`src/hdl/rtc_hold_pkg.sv`:
```
// Shared constants and types for the calendar counter hold block
package rtc_hold_pkg;
    localparam int ADDR_W = 8;
    localparam int DATA_W = 32;
    localparam int SUB_W = 16;
    localparam logic [SUB_W-1:0] SUB_MAX = 16'hFFFF;

    // Register byte addresses, one word each
    localparam logic [ADDR_W-1:0] ADDR_CTRL = 8'h00;
    localparam logic [ADDR_W-1:0] ADDR_STAT = 8'h04;
    localparam logic [ADDR_W-1:0] ADDR_SUB = 8'h08;
    localparam logic [ADDR_W-1:0] ADDR_SEC = 8'h0C;
    localparam logic [ADDR_W-1:0] ADDR_MIN = 8'h10;
    localparam logic [ADDR_W-1:0] ADDR_HOUR = 8'h14;
    localparam logic [ADDR_W-1:0] ADDR_DAY = 8'h18;
    localparam logic [ADDR_W-1:0] ADDR_WEEK = 8'h1C;
    localparam logic [ADDR_W-1:0] ADDR_MONTH = 8'h20;
    localparam logic [ADDR_W-1:0] ADDR_YEAR = 8'h24;

    // Bit positions in control and status words
    localparam int CTRL_RUN_BIT = 0;
    localparam int CTRL_HOLD_BIT = 1;
    localparam int STAT_HOLD_BIT = 0;
    localparam int STAT_PEND_BIT = 1;

    // Counter limits
    localparam logic [5:0] SEC_MAX = 6'h3B;
    localparam logic [5:0] MIN_MAX = 6'h3B;
    localparam logic [4:0] HOUR_MAX = 5'h17;
    localparam logic [2:0] WEEK_MAX = 3'h6;
    localparam logic [3:0] MONTH_MAX = 4'hC;
    localparam logic [6:0] YEAR_MAX = 7'h63;
    localparam logic [4:0] DAY_FIRST = 5'h01;
    localparam logic [3:0] MONTH_FIRST = 4'h1;
    localparam logic [3:0] MONTH_FEB = 4'h2;
    localparam logic [4:0] DAYS_31 = 5'h1F;
    localparam logic [4:0] DAYS_30 = 5'h1E;
    localparam logic [4:0] DAYS_29 = 5'h1D;
    localparam logic [4:0] DAYS_28 = 5'h1C;

    typedef enum logic [2:0] {
        FLD_SEC = 3'h0, FLD_MIN = 3'h1, FLD_HOUR = 3'h2, FLD_DAY = 3'h3,
        FLD_WEEK = 3'h4, FLD_MONTH = 3'h5, FLD_YEAR = 3'h6
    } field_type;

    typedef struct packed {
        logic [6:0] year;
        logic [3:0] month;
        logic [2:0] week;
        logic [4:0] day;
        logic [4:0] hour;
        logic [5:0] min;
        logic [5:0] sec;
    } cal_type;

    typedef struct packed {
        logic en;
        field_type field;
        logic [6:0] data;
    } cal_load_type;

    localparam cal_type CAL_RST = '{year: 7'h00, month: 4'h1, week: 3'h0, day: 5'h01,
                                    hour: 5'h00, min: 6'h00, sec: 6'h00};

    // Hold handshake states
    typedef enum logic [2:0] {
        HS_RUN = 3'h1,
        HS_WAIT = 3'h2,
        HS_HELD = 3'h4
    } hold_state_type;
endpackage

```
`src/hdl/rtc_calendar.sv`:
```
// Seconds-through-years calendar counter chain with software load
`timescale 1ns/1ps
`default_nettype none
module rtc_calendar (
    input wire logic clk,
    input wire logic arst_n,
    input wire logic tick,
    input wire rtc_hold_pkg::cal_load_type ld,
    output rtc_hold_pkg::cal_type q
);
    logic [4:0] month_len;

    // Month length; every fourth year is a leap year within the 0..99 range
    always_comb begin
        case (q.month)
            4'h4, 4'h6, 4'h9, 4'hB: month_len = rtc_hold_pkg::DAYS_30;
            rtc_hold_pkg::MONTH_FEB: month_len = (q.year[1:0] == 2'h0) ?
                rtc_hold_pkg::DAYS_29 : rtc_hold_pkg::DAYS_28;
            default: month_len = rtc_hold_pkg::DAYS_31;
        endcase
    end

    // Load beats tick, so a written value is never bumped in the same cycle
    always_ff @(posedge clk or negedge arst_n) begin
        if (!arst_n) begin
            q <= rtc_hold_pkg::CAL_RST;
        end else if (ld.en) begin
            case (ld.field)
                rtc_hold_pkg::FLD_SEC: q.sec <= ld.data[5:0];
                rtc_hold_pkg::FLD_MIN: q.min <= ld.data[5:0];
                rtc_hold_pkg::FLD_HOUR: q.hour <= ld.data[4:0];
                rtc_hold_pkg::FLD_DAY: q.day <= ld.data[4:0];
                rtc_hold_pkg::FLD_WEEK: q.week <= ld.data[2:0];
                rtc_hold_pkg::FLD_MONTH: q.month <= ld.data[3:0];
                rtc_hold_pkg::FLD_YEAR: q.year <= ld.data[6:0];
                default: ;
            endcase
        end else if (tick) begin
            if (q.sec != rtc_hold_pkg::SEC_MAX) begin
                q.sec <= q.sec + 6'h01;
            end else begin
                q.sec <= 6'h00;
                if (q.min != rtc_hold_pkg::MIN_MAX) begin
                    q.min <= q.min + 6'h01;
                end else begin
                    q.min <= 6'h00;
                    if (q.hour != rtc_hold_pkg::HOUR_MAX) begin
                        q.hour <= q.hour + 5'h01;
                    end else begin
                        q.hour <= 5'h00;
                        q.week <= (q.week == rtc_hold_pkg::WEEK_MAX) ? 3'h0 : q.week + 3'h1;
                        if (q.day < month_len) begin
                            q.day <= q.day + 5'h01;
                        end else begin
                            q.day <= rtc_hold_pkg::DAY_FIRST;
                            if (q.month != rtc_hold_pkg::MONTH_MAX) begin
                                q.month <= q.month + 4'h1;
                            end else begin
                                q.month <= rtc_hold_pkg::MONTH_FIRST;
                                q.year <= (q.year == rtc_hold_pkg::YEAR_MAX) ?
                                    7'h00 : q.year + 7'h01;
                            end
                        end
                    end
                end
            end
        end
    end
endmodule
`default_nettype wire

```
`src/hdl/rtc_counter_access_hold.sv`:
```
// Real-time clock with a counter hold for safe software access
// Contract
// RULE_01: Hold request one freezes calendar counters.
// RULE_02: Software sets hold before counter access.
// RULE_03: Software releases hold within one second.
// RULE_04: Hold status rises one cycle after request.
// RULE_05: Overflow during hold applied at release.
// RULE_06: Seconds write during hold drops overflow.
// RULE_07: Hold right after run enable: two cycles.
// RULE_08: Hold right after standby exit: two cycles.
// RULE_09: Clearing hold drops status, counting resumes.
//
// The implementer's own choices: the strobed register port and the placing of the registers.
`timescale 1ns/1ps
`default_nettype none
module rtc_counter_access_hold (
    input wire logic CLK,
    input wire logic ARST_N,
    input wire logic [rtc_hold_pkg::ADDR_W-1:0] ADDR,
    input wire logic [rtc_hold_pkg::DATA_W-1:0] WDATA,
    input wire logic WR,
    input wire logic RD,
    input wire logic STANDBY_EXIT,
    output logic [rtc_hold_pkg::DATA_W-1:0] RDATA,
    output logic HOLD_STATUS
);
    logic rtc_run_enable_r;
    logic counter_hold_request_r;
    logic slow_r;
    logic evt_r;
    logic ovf_pend_r;
    logic [rtc_hold_pkg::SUB_W-1:0] sub_r;
    rtc_hold_pkg::hold_state_type state_r;
    rtc_hold_pkg::hold_state_type state_nxt;
    rtc_hold_pkg::cal_type cal_q;
    rtc_hold_pkg::cal_load_type ld;
    logic [rtc_hold_pkg::DATA_W-1:0] rd_mux;
    logic wr_ctrl;
    logic run_rise_now;
    logic hold_rise_now;
    logic sub_ovf;
    logic sec_wr;
    logic cal_tick;

    // Bus decode and event terms
    assign wr_ctrl = WR && (ADDR == rtc_hold_pkg::ADDR_CTRL);
    assign run_rise_now = wr_ctrl && WDATA[rtc_hold_pkg::CTRL_RUN_BIT] && !rtc_run_enable_r;
    assign hold_rise_now = wr_ctrl && WDATA[rtc_hold_pkg::CTRL_HOLD_BIT]
                           && !counter_hold_request_r;
    assign sub_ovf = rtc_run_enable_r && (sub_r == rtc_hold_pkg::SUB_MAX);
    assign sec_wr = WR && (ADDR == rtc_hold_pkg::ADDR_SEC);
    // Calendar advances only outside a hold, from live or stored overflow
    assign cal_tick = !counter_hold_request_r && (sub_ovf || ovf_pend_r); // [RULE_01] [RULE_05]

    // Control register
    always_ff @(posedge CLK or negedge ARST_N) begin
        if (!ARST_N) begin
            rtc_run_enable_r <= 1'b0;
            counter_hold_request_r <= 1'b0;
        end else if (wr_ctrl) begin
            rtc_run_enable_r <= WDATA[rtc_hold_pkg::CTRL_RUN_BIT];
            counter_hold_request_r <= WDATA[rtc_hold_pkg::CTRL_HOLD_BIT];
        end
    end

    // Sub-second counter keeps running during a hold; software must be quick
    always_ff @(posedge CLK or negedge ARST_N) begin
        if (!ARST_N) begin
            sub_r <= '0;
        end else if (rtc_run_enable_r) begin
            sub_r <= sub_r + 16'h0001; // [RULE_03]
        end
    end

    // Run enable or standby exit in this or the last cycle marks a late hold
    always_ff @(posedge CLK or negedge ARST_N) begin
        if (!ARST_N) begin
            evt_r <= 1'b0;
        end else begin
            evt_r <= run_rise_now || STANDBY_EXIT;
        end
    end

    // Late hold request needs one extra synchronising cycle
    always_ff @(posedge CLK or negedge ARST_N) begin
        if (!ARST_N) begin
            slow_r <= 1'b0;
        end else if (hold_rise_now) begin
            slow_r <= run_rise_now || STANDBY_EXIT || evt_r; // [RULE_07] [RULE_08]
        end else if (!counter_hold_request_r) begin
            slow_r <= 1'b0;
        end
    end

    // Hold handshake next state
    always_comb begin
        case (state_r)
            rtc_hold_pkg::HS_RUN: begin
                if (!counter_hold_request_r) begin
                    state_nxt = rtc_hold_pkg::HS_RUN;
                end else if (slow_r) begin
                    state_nxt = rtc_hold_pkg::HS_WAIT; // [RULE_07] [RULE_08]
                end else begin
                    state_nxt = rtc_hold_pkg::HS_HELD; // [RULE_04]
                end
            end
            rtc_hold_pkg::HS_WAIT: begin
                state_nxt = counter_hold_request_r ? rtc_hold_pkg::HS_HELD
                                                   : rtc_hold_pkg::HS_RUN;
            end
            rtc_hold_pkg::HS_HELD: begin
                state_nxt = counter_hold_request_r ? rtc_hold_pkg::HS_HELD
                                                   : rtc_hold_pkg::HS_RUN; // [RULE_09]
            end
            default: state_nxt = rtc_hold_pkg::HS_RUN;
        endcase
    end

    // Status flag is registered alongside the state so it reaches the pin glitch free
    always_ff @(posedge CLK or negedge ARST_N) begin
        if (!ARST_N) begin
            state_r <= rtc_hold_pkg::HS_RUN;
            HOLD_STATUS <= 1'b0;
        end else begin
            state_r <= state_nxt;
            HOLD_STATUS <= (state_nxt == rtc_hold_pkg::HS_HELD); // [RULE_04] [RULE_09]
        end
    end

    // Stored overflow; a new overflow wins over any clear in the same cycle while a hold is requested or an overflow is stored
    always_ff @(posedge CLK or negedge ARST_N) begin
        if (!ARST_N) begin
            ovf_pend_r <= 1'b0;
        end else if (sub_ovf && (counter_hold_request_r || ovf_pend_r)) begin
            ovf_pend_r <= 1'b1; // [RULE_05]
        end else if (!counter_hold_request_r || sec_wr) begin
            ovf_pend_r <= 1'b0; // [RULE_05] [RULE_06]
        end
    end

    // Calendar load decode
    always_comb begin
        ld.en = WR;
        ld.data = WDATA[6:0];
        case (ADDR)
            rtc_hold_pkg::ADDR_SEC: ld.field = rtc_hold_pkg::FLD_SEC;
            rtc_hold_pkg::ADDR_MIN: ld.field = rtc_hold_pkg::FLD_MIN;
            rtc_hold_pkg::ADDR_HOUR: ld.field = rtc_hold_pkg::FLD_HOUR;
            rtc_hold_pkg::ADDR_DAY: ld.field = rtc_hold_pkg::FLD_DAY;
            rtc_hold_pkg::ADDR_WEEK: ld.field = rtc_hold_pkg::FLD_WEEK;
            rtc_hold_pkg::ADDR_MONTH: ld.field = rtc_hold_pkg::FLD_MONTH;
            rtc_hold_pkg::ADDR_YEAR: ld.field = rtc_hold_pkg::FLD_YEAR;
            default: begin
                ld.en = 1'b0;
                ld.field = rtc_hold_pkg::FLD_SEC;
            end
        endcase
    end

    rtc_calendar u_calendar (
        .clk(CLK),
        .arst_n(ARST_N),
        .tick(cal_tick),
        .ld(ld),
        .q(cal_q)
    );

    // Read mux; unmapped addresses read zero
    always_comb begin
        rd_mux = '0;
        case (ADDR)
            rtc_hold_pkg::ADDR_CTRL: begin
                rd_mux[rtc_hold_pkg::CTRL_RUN_BIT] = rtc_run_enable_r;
                rd_mux[rtc_hold_pkg::CTRL_HOLD_BIT] = counter_hold_request_r;
            end
            rtc_hold_pkg::ADDR_STAT: begin
                rd_mux[rtc_hold_pkg::STAT_HOLD_BIT] = HOLD_STATUS;
                rd_mux[rtc_hold_pkg::STAT_PEND_BIT] = ovf_pend_r;
            end
            rtc_hold_pkg::ADDR_SUB: rd_mux[rtc_hold_pkg::SUB_W-1:0] = sub_r;
            rtc_hold_pkg::ADDR_SEC: rd_mux[5:0] = cal_q.sec;
            rtc_hold_pkg::ADDR_MIN: rd_mux[5:0] = cal_q.min;
            rtc_hold_pkg::ADDR_HOUR: rd_mux[4:0] = cal_q.hour;
            rtc_hold_pkg::ADDR_DAY: rd_mux[4:0] = cal_q.day;
            rtc_hold_pkg::ADDR_WEEK: rd_mux[2:0] = cal_q.week;
            rtc_hold_pkg::ADDR_MONTH: rd_mux[3:0] = cal_q.month;
            rtc_hold_pkg::ADDR_YEAR: rd_mux[6:0] = cal_q.year;
            default: ;
        endcase
    end

    // Read data valid only in the cycle after the strobe
    always_ff @(posedge CLK or negedge ARST_N) begin
        if (!ARST_N) begin
            RDATA <= '0;
        end else begin
            RDATA <= RD ? rd_mux : '0;
        end
    end
endmodule
`default_nettype wire

```
`config.mk`:
```
export PLATFORM = sky130hd
export DESIGN_NAME = rtc_counter_access_hold
export DESIGN_NICKNAME = d
export VERILOG_FILES = /design/src/hdl/rtc_hold_pkg.sv /design/src/hdl/rtc_calendar.sv /design/src/hdl/rtc_counter_access_hold.sv
export SDC_FILE = /design/constraint.sdc
export NUM_CORES = 1
export LEC_CHECK = 0
export ABC_CLOCK_PERIOD_IN_PS = 2800
export BUFFER_PORTS_ARGS = -buffer_cell sky130_fd_sc_hd__buf_2
export CAP_MARGIN = 20
export CORE_MARGIN = 3
export CORE_UTILIZATION = 30
export CTS_CLUSTER_DIAMETER = 40
export DETAILED_ROUTE_END_ITERATION = 6
export MAX_ROUTING_LAYER = met4
export PLACE_DENSITY = 0.61
export REMOVE_ABC_BUFFERS = 1
export SYNTH_ARGS = -nofsm -noshare
export SYNTH_HDL_FRONTEND = slang
export SYNTH_SLANG_ARGS = --single-unit
```
`constraint.sdc`:
```
create_clock -name CLK -period 2.8 [get_ports CLK]
set_input_delay 0.28 -clock CLK [delete_from_list [all_inputs] [get_ports CLK]]
set_output_delay 0.28 -clock CLK [all_outputs]
set_load 0.02 [all_outputs]
```
Yosys cells after proc, flatten, opt, wreduce, memory -nomap -nowiden
Index checks and enable logic that the tools add are counted.

operators by class
  equality and inequality tests = 44
  reductions and logical operators = 31
  magnitude comparators = 1
  add/subtract/negate cells = 8
  mux-type cells = 41

operators by type and width
  operator                 count
  $mux W36                 2
  $eq A8 B5 Y1 const B     4
  $mux W30                 1
  $mux W24                 1
  $mux W6                  4
  $mux W7                  3
  $mux W5                  4
  $pmux W2 S10             1
  $mux W19                 1
  $eq A3 B3 Y1 const B     6
  $pmux W3 S6              1
  $add A16 B1 Y16 const B  1
  $eq A16 B16 Y1 const B   1
  $eq A8 B4 Y1 const B     2
  $eq A8 B6 Y1 const B     2
  $mux W16                 1
  $ne A2 B1 Y1 const B     8
  $mux W3                  5
  $add A6 B1 Y6 const B    2
  $ne A6 B6 Y1 const B     2
  $mux W11                 1
  $add A5 B1 Y5 const B    2
  $ne A2 B2 Y1 const B     5
  $pmux W5 S2              1
  38 further kinds         64

storage, ports and cells
  input port bits = 45
  register bits after elaboration = 77

Depth between registers and ports, before layout
  word-level depth = 10
  depth in mapped cells = 11
  depth with buffers taken out = 10

Modules after synthesis
From an unflattened synthesis, not the netlist that was laid out.

second synthesis, totals
  cells, all modules = 504
  area total of the unflattened synthesis = 4789.6 um^2

by module, submodules not included
  module                   area each (um^2)  sequential area each (um^2)  times used  cells an instance
  rtc_counter_access_hold  2398.6            1027.2                       1           236
  rtc_calendar             2391.0            903.4                        1           268

Least setup slack after synthesis
OpenSTA, ideal clock, no wires.

  kind = register to register
  start = reg u_calendar.q[25] (netlist bit)
  end = reg u_calendar.q[25] (netlist bit)
  cell stages (with the launch flop) = 12
  period minus slack after synthesis = 2.653 ns
  arrival time = 2.570 ns
  path slack = 0.147 ns
  required time = 2.718 ns
  library setup time = 0.082 ns
  path through = dfstp_2 > inv_1 > ha_1 > and3_1 > ha_1 > inv_1 > a2111oi_0 > o2111a_1 > and3_1 > buf_4 > or2_4 > mux2_4

on the way
  longest elaborated chain between the ends = 8
  elaborated cells on any way between the ends = 19
  those cells by class = add/sub (1); order compare (1); eq/ne (7); mux (8); reduce/logical (2)

RTL lines
  what                                                  line                text
  start: declaration                                    rtc_calendar.sv:9   output rtc_hold_pkg::cal_type q
  start signal: assignment                              rtc_calendar.sv:26  q <= rtc_hold_pkg::CAL_RST;
  branches (longest 8 deep; another with $lt A5 B5 Y1)  --

Parallel ways; which one is timed is not known. The select of a mux whose other input is x is not followed.
A chain may end at the register's enable or synchronous reset.

Final worst setup path
  start = reg u_calendar.q[25] (netlist bit)
  end = reg u_calendar.q[30] (netlist bit)

on the way
  longest elaborated chain between the ends = 6
  elaborated cells on any way between the ends = 12
  those cells by class = order compare (1); eq/ne (8); mux (1); reduce/logical (2)

RTL lines
  what                                                 line                text
  $eq A4 B3 Y1 / $eq A4 B4 Y1 (equally long branches)  rtc_calendar.sv:15  case (q.month)
  $reduce_or A4 Y1                                     rtc_calendar.sv:15
  $pmux W5 S2                                          rtc_calendar.sv:15
  $lt A5 B5 Y1                                         rtc_calendar.sv:52  if (q.day < month_len) begin
  $ne A2 B2 Y1 (no line)                               --
  $reduce_and A7 Y1 (no line) *                        --

Every way passes the cells marked *; elsewhere a longest branch is shown, timed or not.

==> out/qor.csv <==
stage;metric;value;unit
status;result of the run;finished clean;
clock_tree;clock latency reported for the late side of the worst-skew pair;0.34;ns
clock_tree;htree depth;3;
logic_synthesis;synth warn;0;
layout;core occupancy in the finished layout;36.3;%
clock_tree;Clock Root Buffer;clkbuf_16;
drt;total length of routed wires;12300;µm
layout;footprint of the multi-input gates;2470;µm²
die;area inside the core boundary;14800;µm²
drt;total via count after detailed routing;4001;
power_and_ir_drop;net switching component of the power;0.000752;W
global_route;maximum number of pins on one net before global-route repair;78;
layout;most common cell after layout, fill and taps aside;dfrtp_1;
global_route;total congestion overflow after global routing;0;
logic_synthesis;ys async rst share;100;%
place;DP HPWL;9060;µm
drt;average wire per standard cell;16.9;µm
drt;number of iterations in the first detailed-routing pass;4;
power_and_ir_drop;part of the power in registers;44.1;%
global_route;wire length of the first global-routing pass;19800;µm
clock_tree;Sink Count;77;
timing;Period minus WS final;2.58;ns
layout;share of cells above drive strength 1;19.1;%
clock_tree;clock transition time at the flip-flop clock pins of the worst setup and hold paths;0.06;ns
min_path;path category of the worst min-delay check;in2async;
timing;final-report max-slew violation count;0;
global_route;vias in the first global route;3915;
timing;actual transition at the worst max-transition pin;0.973;ns
clock_tree;Post-CTS Repair Setup Buffers;0;
power_and_ir_drop;Gate power share;10.8;%
worst_setup_path;endpoint type of the worst setup path;flip-flop;
timing;Slew HR;35.1;%
timing;unrepaired setup endpoints after global routing;no;
clock_tree;total clock buffers created by CTS;9;
die;overall die height;130;µm
drt;DRC Markers;0;
place;count of port buffers added during placement;36;
clock_tree;CTS tree;done;
timing;summed negative setup slack over all endpoints;0;ns
power_and_ir_drop;Pwr Density;525;nW/µm²
job;max-cap violation count;0;
timing;worst clock skew;0.00751;ns
logic_synthesis;part of the Yosys area used for sequential elements;41.8;%
die;Starting Density;31.2;%
power_and_ir_drop;design internal power;0.00207;W
clock_tree;worst-case clock buffer depth;2;
layout;most frequent cells in the layout;dfrtp_1 (74), nand2_1 (49), nor2_1 (39);
logic_synthesis;Syn Std Cell Area;4620;µm²
worst_setup_path;Most common cell on crit path;ha_1;
timing;maximum clock frequency;388;MHz
worst_setup_path;Reg-to-Reg End;u_calendar.q[30];
die;I/O pin cnt;78;
worst_setup_path;R2R Path Start;u_calendar.q[25];
die;floorplan row count;44;
timing;hold violation count in the final report;0;
layout;Diodes inserted;0;
global_route;met2 Resource Use GR;24.3;%
power_and_ir_drop;peak ir drop on the vdd network;0.280;mV
global_route;met3 usage;3.15;%
worst_setup_path;Critical Path Source Type;flip-flop;
layout;Filler Cell Count;1476;
worst_setup_path;Required @ worst endpoint;3.07;ns
logic_synthesis;Seq cells post-synth;77;
power_and_ir_drop;relative contribution of the clock network to total power;45.2;%
worst_setup_path;Slowest cell on crit path;dfstp_2;
drt;violation count after the first detailed-routing iteration;274;
die;area of the die;16900;µm²
worst_setup_path;Data arrival, critical path;2.85;ns
die;Die X;130;µm
worst_setup_path;worst r2r path cells;10;
global_route;GRT busiest layer;met2;
global_route;antenna violations before repair;0;
logic_synthesis;Mapped Avg Cell Area;9.44;µm²
layout;final layout net count;597;
logic_synthesis;post-synthesis cell type count;69;
logic_synthesis;commonest register cell after synthesis;dfrtp_1;
timing;final clock period utilization by the worst path;92.1;%
worst_setup_path;register-to-register setup slack;0.22;ns
drt;final antenna-violating net count;0;
global_route;GR Util All Layers;15.3;%
place;RD Place Congestion;0.895;
layout;area growth from synthesis to final layout;16.3;%
power_and_ir_drop;leakage;2.50;nW
worst_setup_path;top fanout value on the critical path;6;
global_route;met1 Usage GRT;19.5;%
worst_setup_path;ordered list of cells on the worst path;inv_1 > ha_1 > and3_1 > ha_1 > a21o_1 > o2111a_1 > and3_2 > buf_4 > a21oi_4 > mux2i_1;
power_and_ir_drop;proportion of total power due to net switching;26.6;%
worst_setup_path;delay of the slowest critical-path stage;0.53;ns
drt;vias per cell;5.49;
worst_setup_path;start-to-end type of the worst setup path;reg2reg;
logic_synthesis;Post-synth EDFFs;0;
timing;final number of setup-violating endpoints;0;
logic_synthesis;number of cells produced by synthesis;490;
layout;register area;1930;µm²
Yosys cell counts (3+ instances only):
cell      count  area (µm²)
o21a_1        4        30.0
buf_2         4        20.0
ha_1         12         150
o21ai_0      34         170
mux2i_1      13         130
or2_2         3        18.8
and3_1       16         100
a32oi_1       3        26.3
clkbuf_1      8        30.0
a211oi_1      3        22.5
o211ai_1      4        30.0
mux2_2        5        56.3
nand3b_1      3        22.5
buf_4        20         150
a31oi_1       3        18.8
nor2_1       39         146
nor2b_1      10        62.6
xor2_1        6        52.6
mux4_2        4        90.1
nand3_1      17        85.1
nor3_1       16        80.1
dfstp_2       3        78.8
nand2_1      49         184
dfrtp_1      74        1850
a22oi_1       9        67.6
inv_1        22        82.6
a21oi_1      17        85.1
xnor2_1      10        87.6
nand4_1       9        56.3
o31a_1       11        96.3
o22ai_1       7        43.8
a21o_1        5        37.5
area by class of cell:
| type | count | share of cell area (%) |
|---|---|---|
| Clock buffer | 9 | 4.19 |
| Clock inverter | 7 | 1.82 |
| Inverter | 22 | 1.54 |
| Multi-Input combinational cell | 373 | 45.9 |
| Sequential cell | 77 | 35.9 |
| Tap cell | 184 | 4.28 |
| Timing Repair Buffer | 57 | 6.33 |
metal layers:
| metal | up-vias | part of all wire (%) |
|---|---|---|
| met5 | - | 0 |
| met4 | 0 | 2.3 |
| met3 | 23 | 6.2 |
| met2 | 154 | 48 |
| met1 | 1975 | 44 |
| li1 | 1849 | - |
worst max-delay path, delay by kind of cell, from the launching register on:
kind | cells | cell delay, ns
simple gates | 2 | 0.41
buf+inv | 2 | 0.22
flops | 1 | 0.53
compound gates | 3 | 0.66
mux | 1 | 0.21
fa+ha+maj | 2 | 0.49
power by group through the flow:
stage	combinational [W]	sequential (W)	clock, W
after floorplan	0.000188	0.00124	0
after global placement	0.000293	0.00126	0
after detailed placement	0.000301	0.00126	0
after CTS	0.000302	0.00124	0.00130
after global routing	0.000340	0.00125	0.00134
final	0.000305	0.00124	0.00127
state kept, by name (all words and copies together), names as in the netlist:
name,flops
HOLD_STATUS,1
RDATA,16
counter_hold_request_r,1
evt_r,1
ovf_pend_r,1
rtc_run_enable_r,1
slow_r,1
state_r,3
sub_r,16
u_calendar.q,36
timing repair:
action	CTS	global route
hold buffers	0	0
hold endpoints to repair	0	0
endpoints found under the setup margin	0	10
resized for setup	0	4
how the worst max path moves through the flow:
stage | start | cells past startpoint | slack, ns | to
detailed placement | u_calendar.q[25] | 11 | 0.06 | u_calendar.q[34]
global placement | u_calendar.q[25] | 11 | 0.17 | u_calendar.q[31]
global route | sub_r[0] | 8 | 0.03 | u_calendar.q[24]
floorplan | u_calendar.q[25] | 10 | 0.10 | u_calendar.q[25]
CTS | u_calendar.q[25] | 11 | 0.07 | u_calendar.q[34]
finish | u_calendar.q[25] | 10 | 0.22 | u_calendar.q[30]
logic make-up (layout without fill, tap and decap cells):
group	after synthesis	count (layout)	synth area share [%]
DFF	77	77	41.8
xor gates and xnor gates	16	16	3.03
other	1	16	0.0811
AOI/OAI and AO/OA	125	125	18.8
muxes	23	23	6.31
and+or+nand+nor	181	181	20.4
buffers and inverters	55	95	6.36
adders and majority gates	12	12	3.25
through the flow:
step | power (W) | hold WS, ns | area (µm²) | cells | setup WS, ns
after global routing | 0.00293 | 0.170 | 5380 | 729 | 0.0285
after CTS | 0.00284 | 0.141 | 5360 | 729 | 0.0709
after global placement | 0.00155 | 0.484 | 5040 | 713 | 0.172
after detailed placement | 0.00156 | 0.493 | 5040 | 713 | 0.0570
after floorplan | 0.00143 | -0.0156 | 4470 | 472 | 0.102
final | 0.00282 | 0.108 | 5380 | 729 | 0.220
No activity file was read; power rests on OpenSTA's default activity.
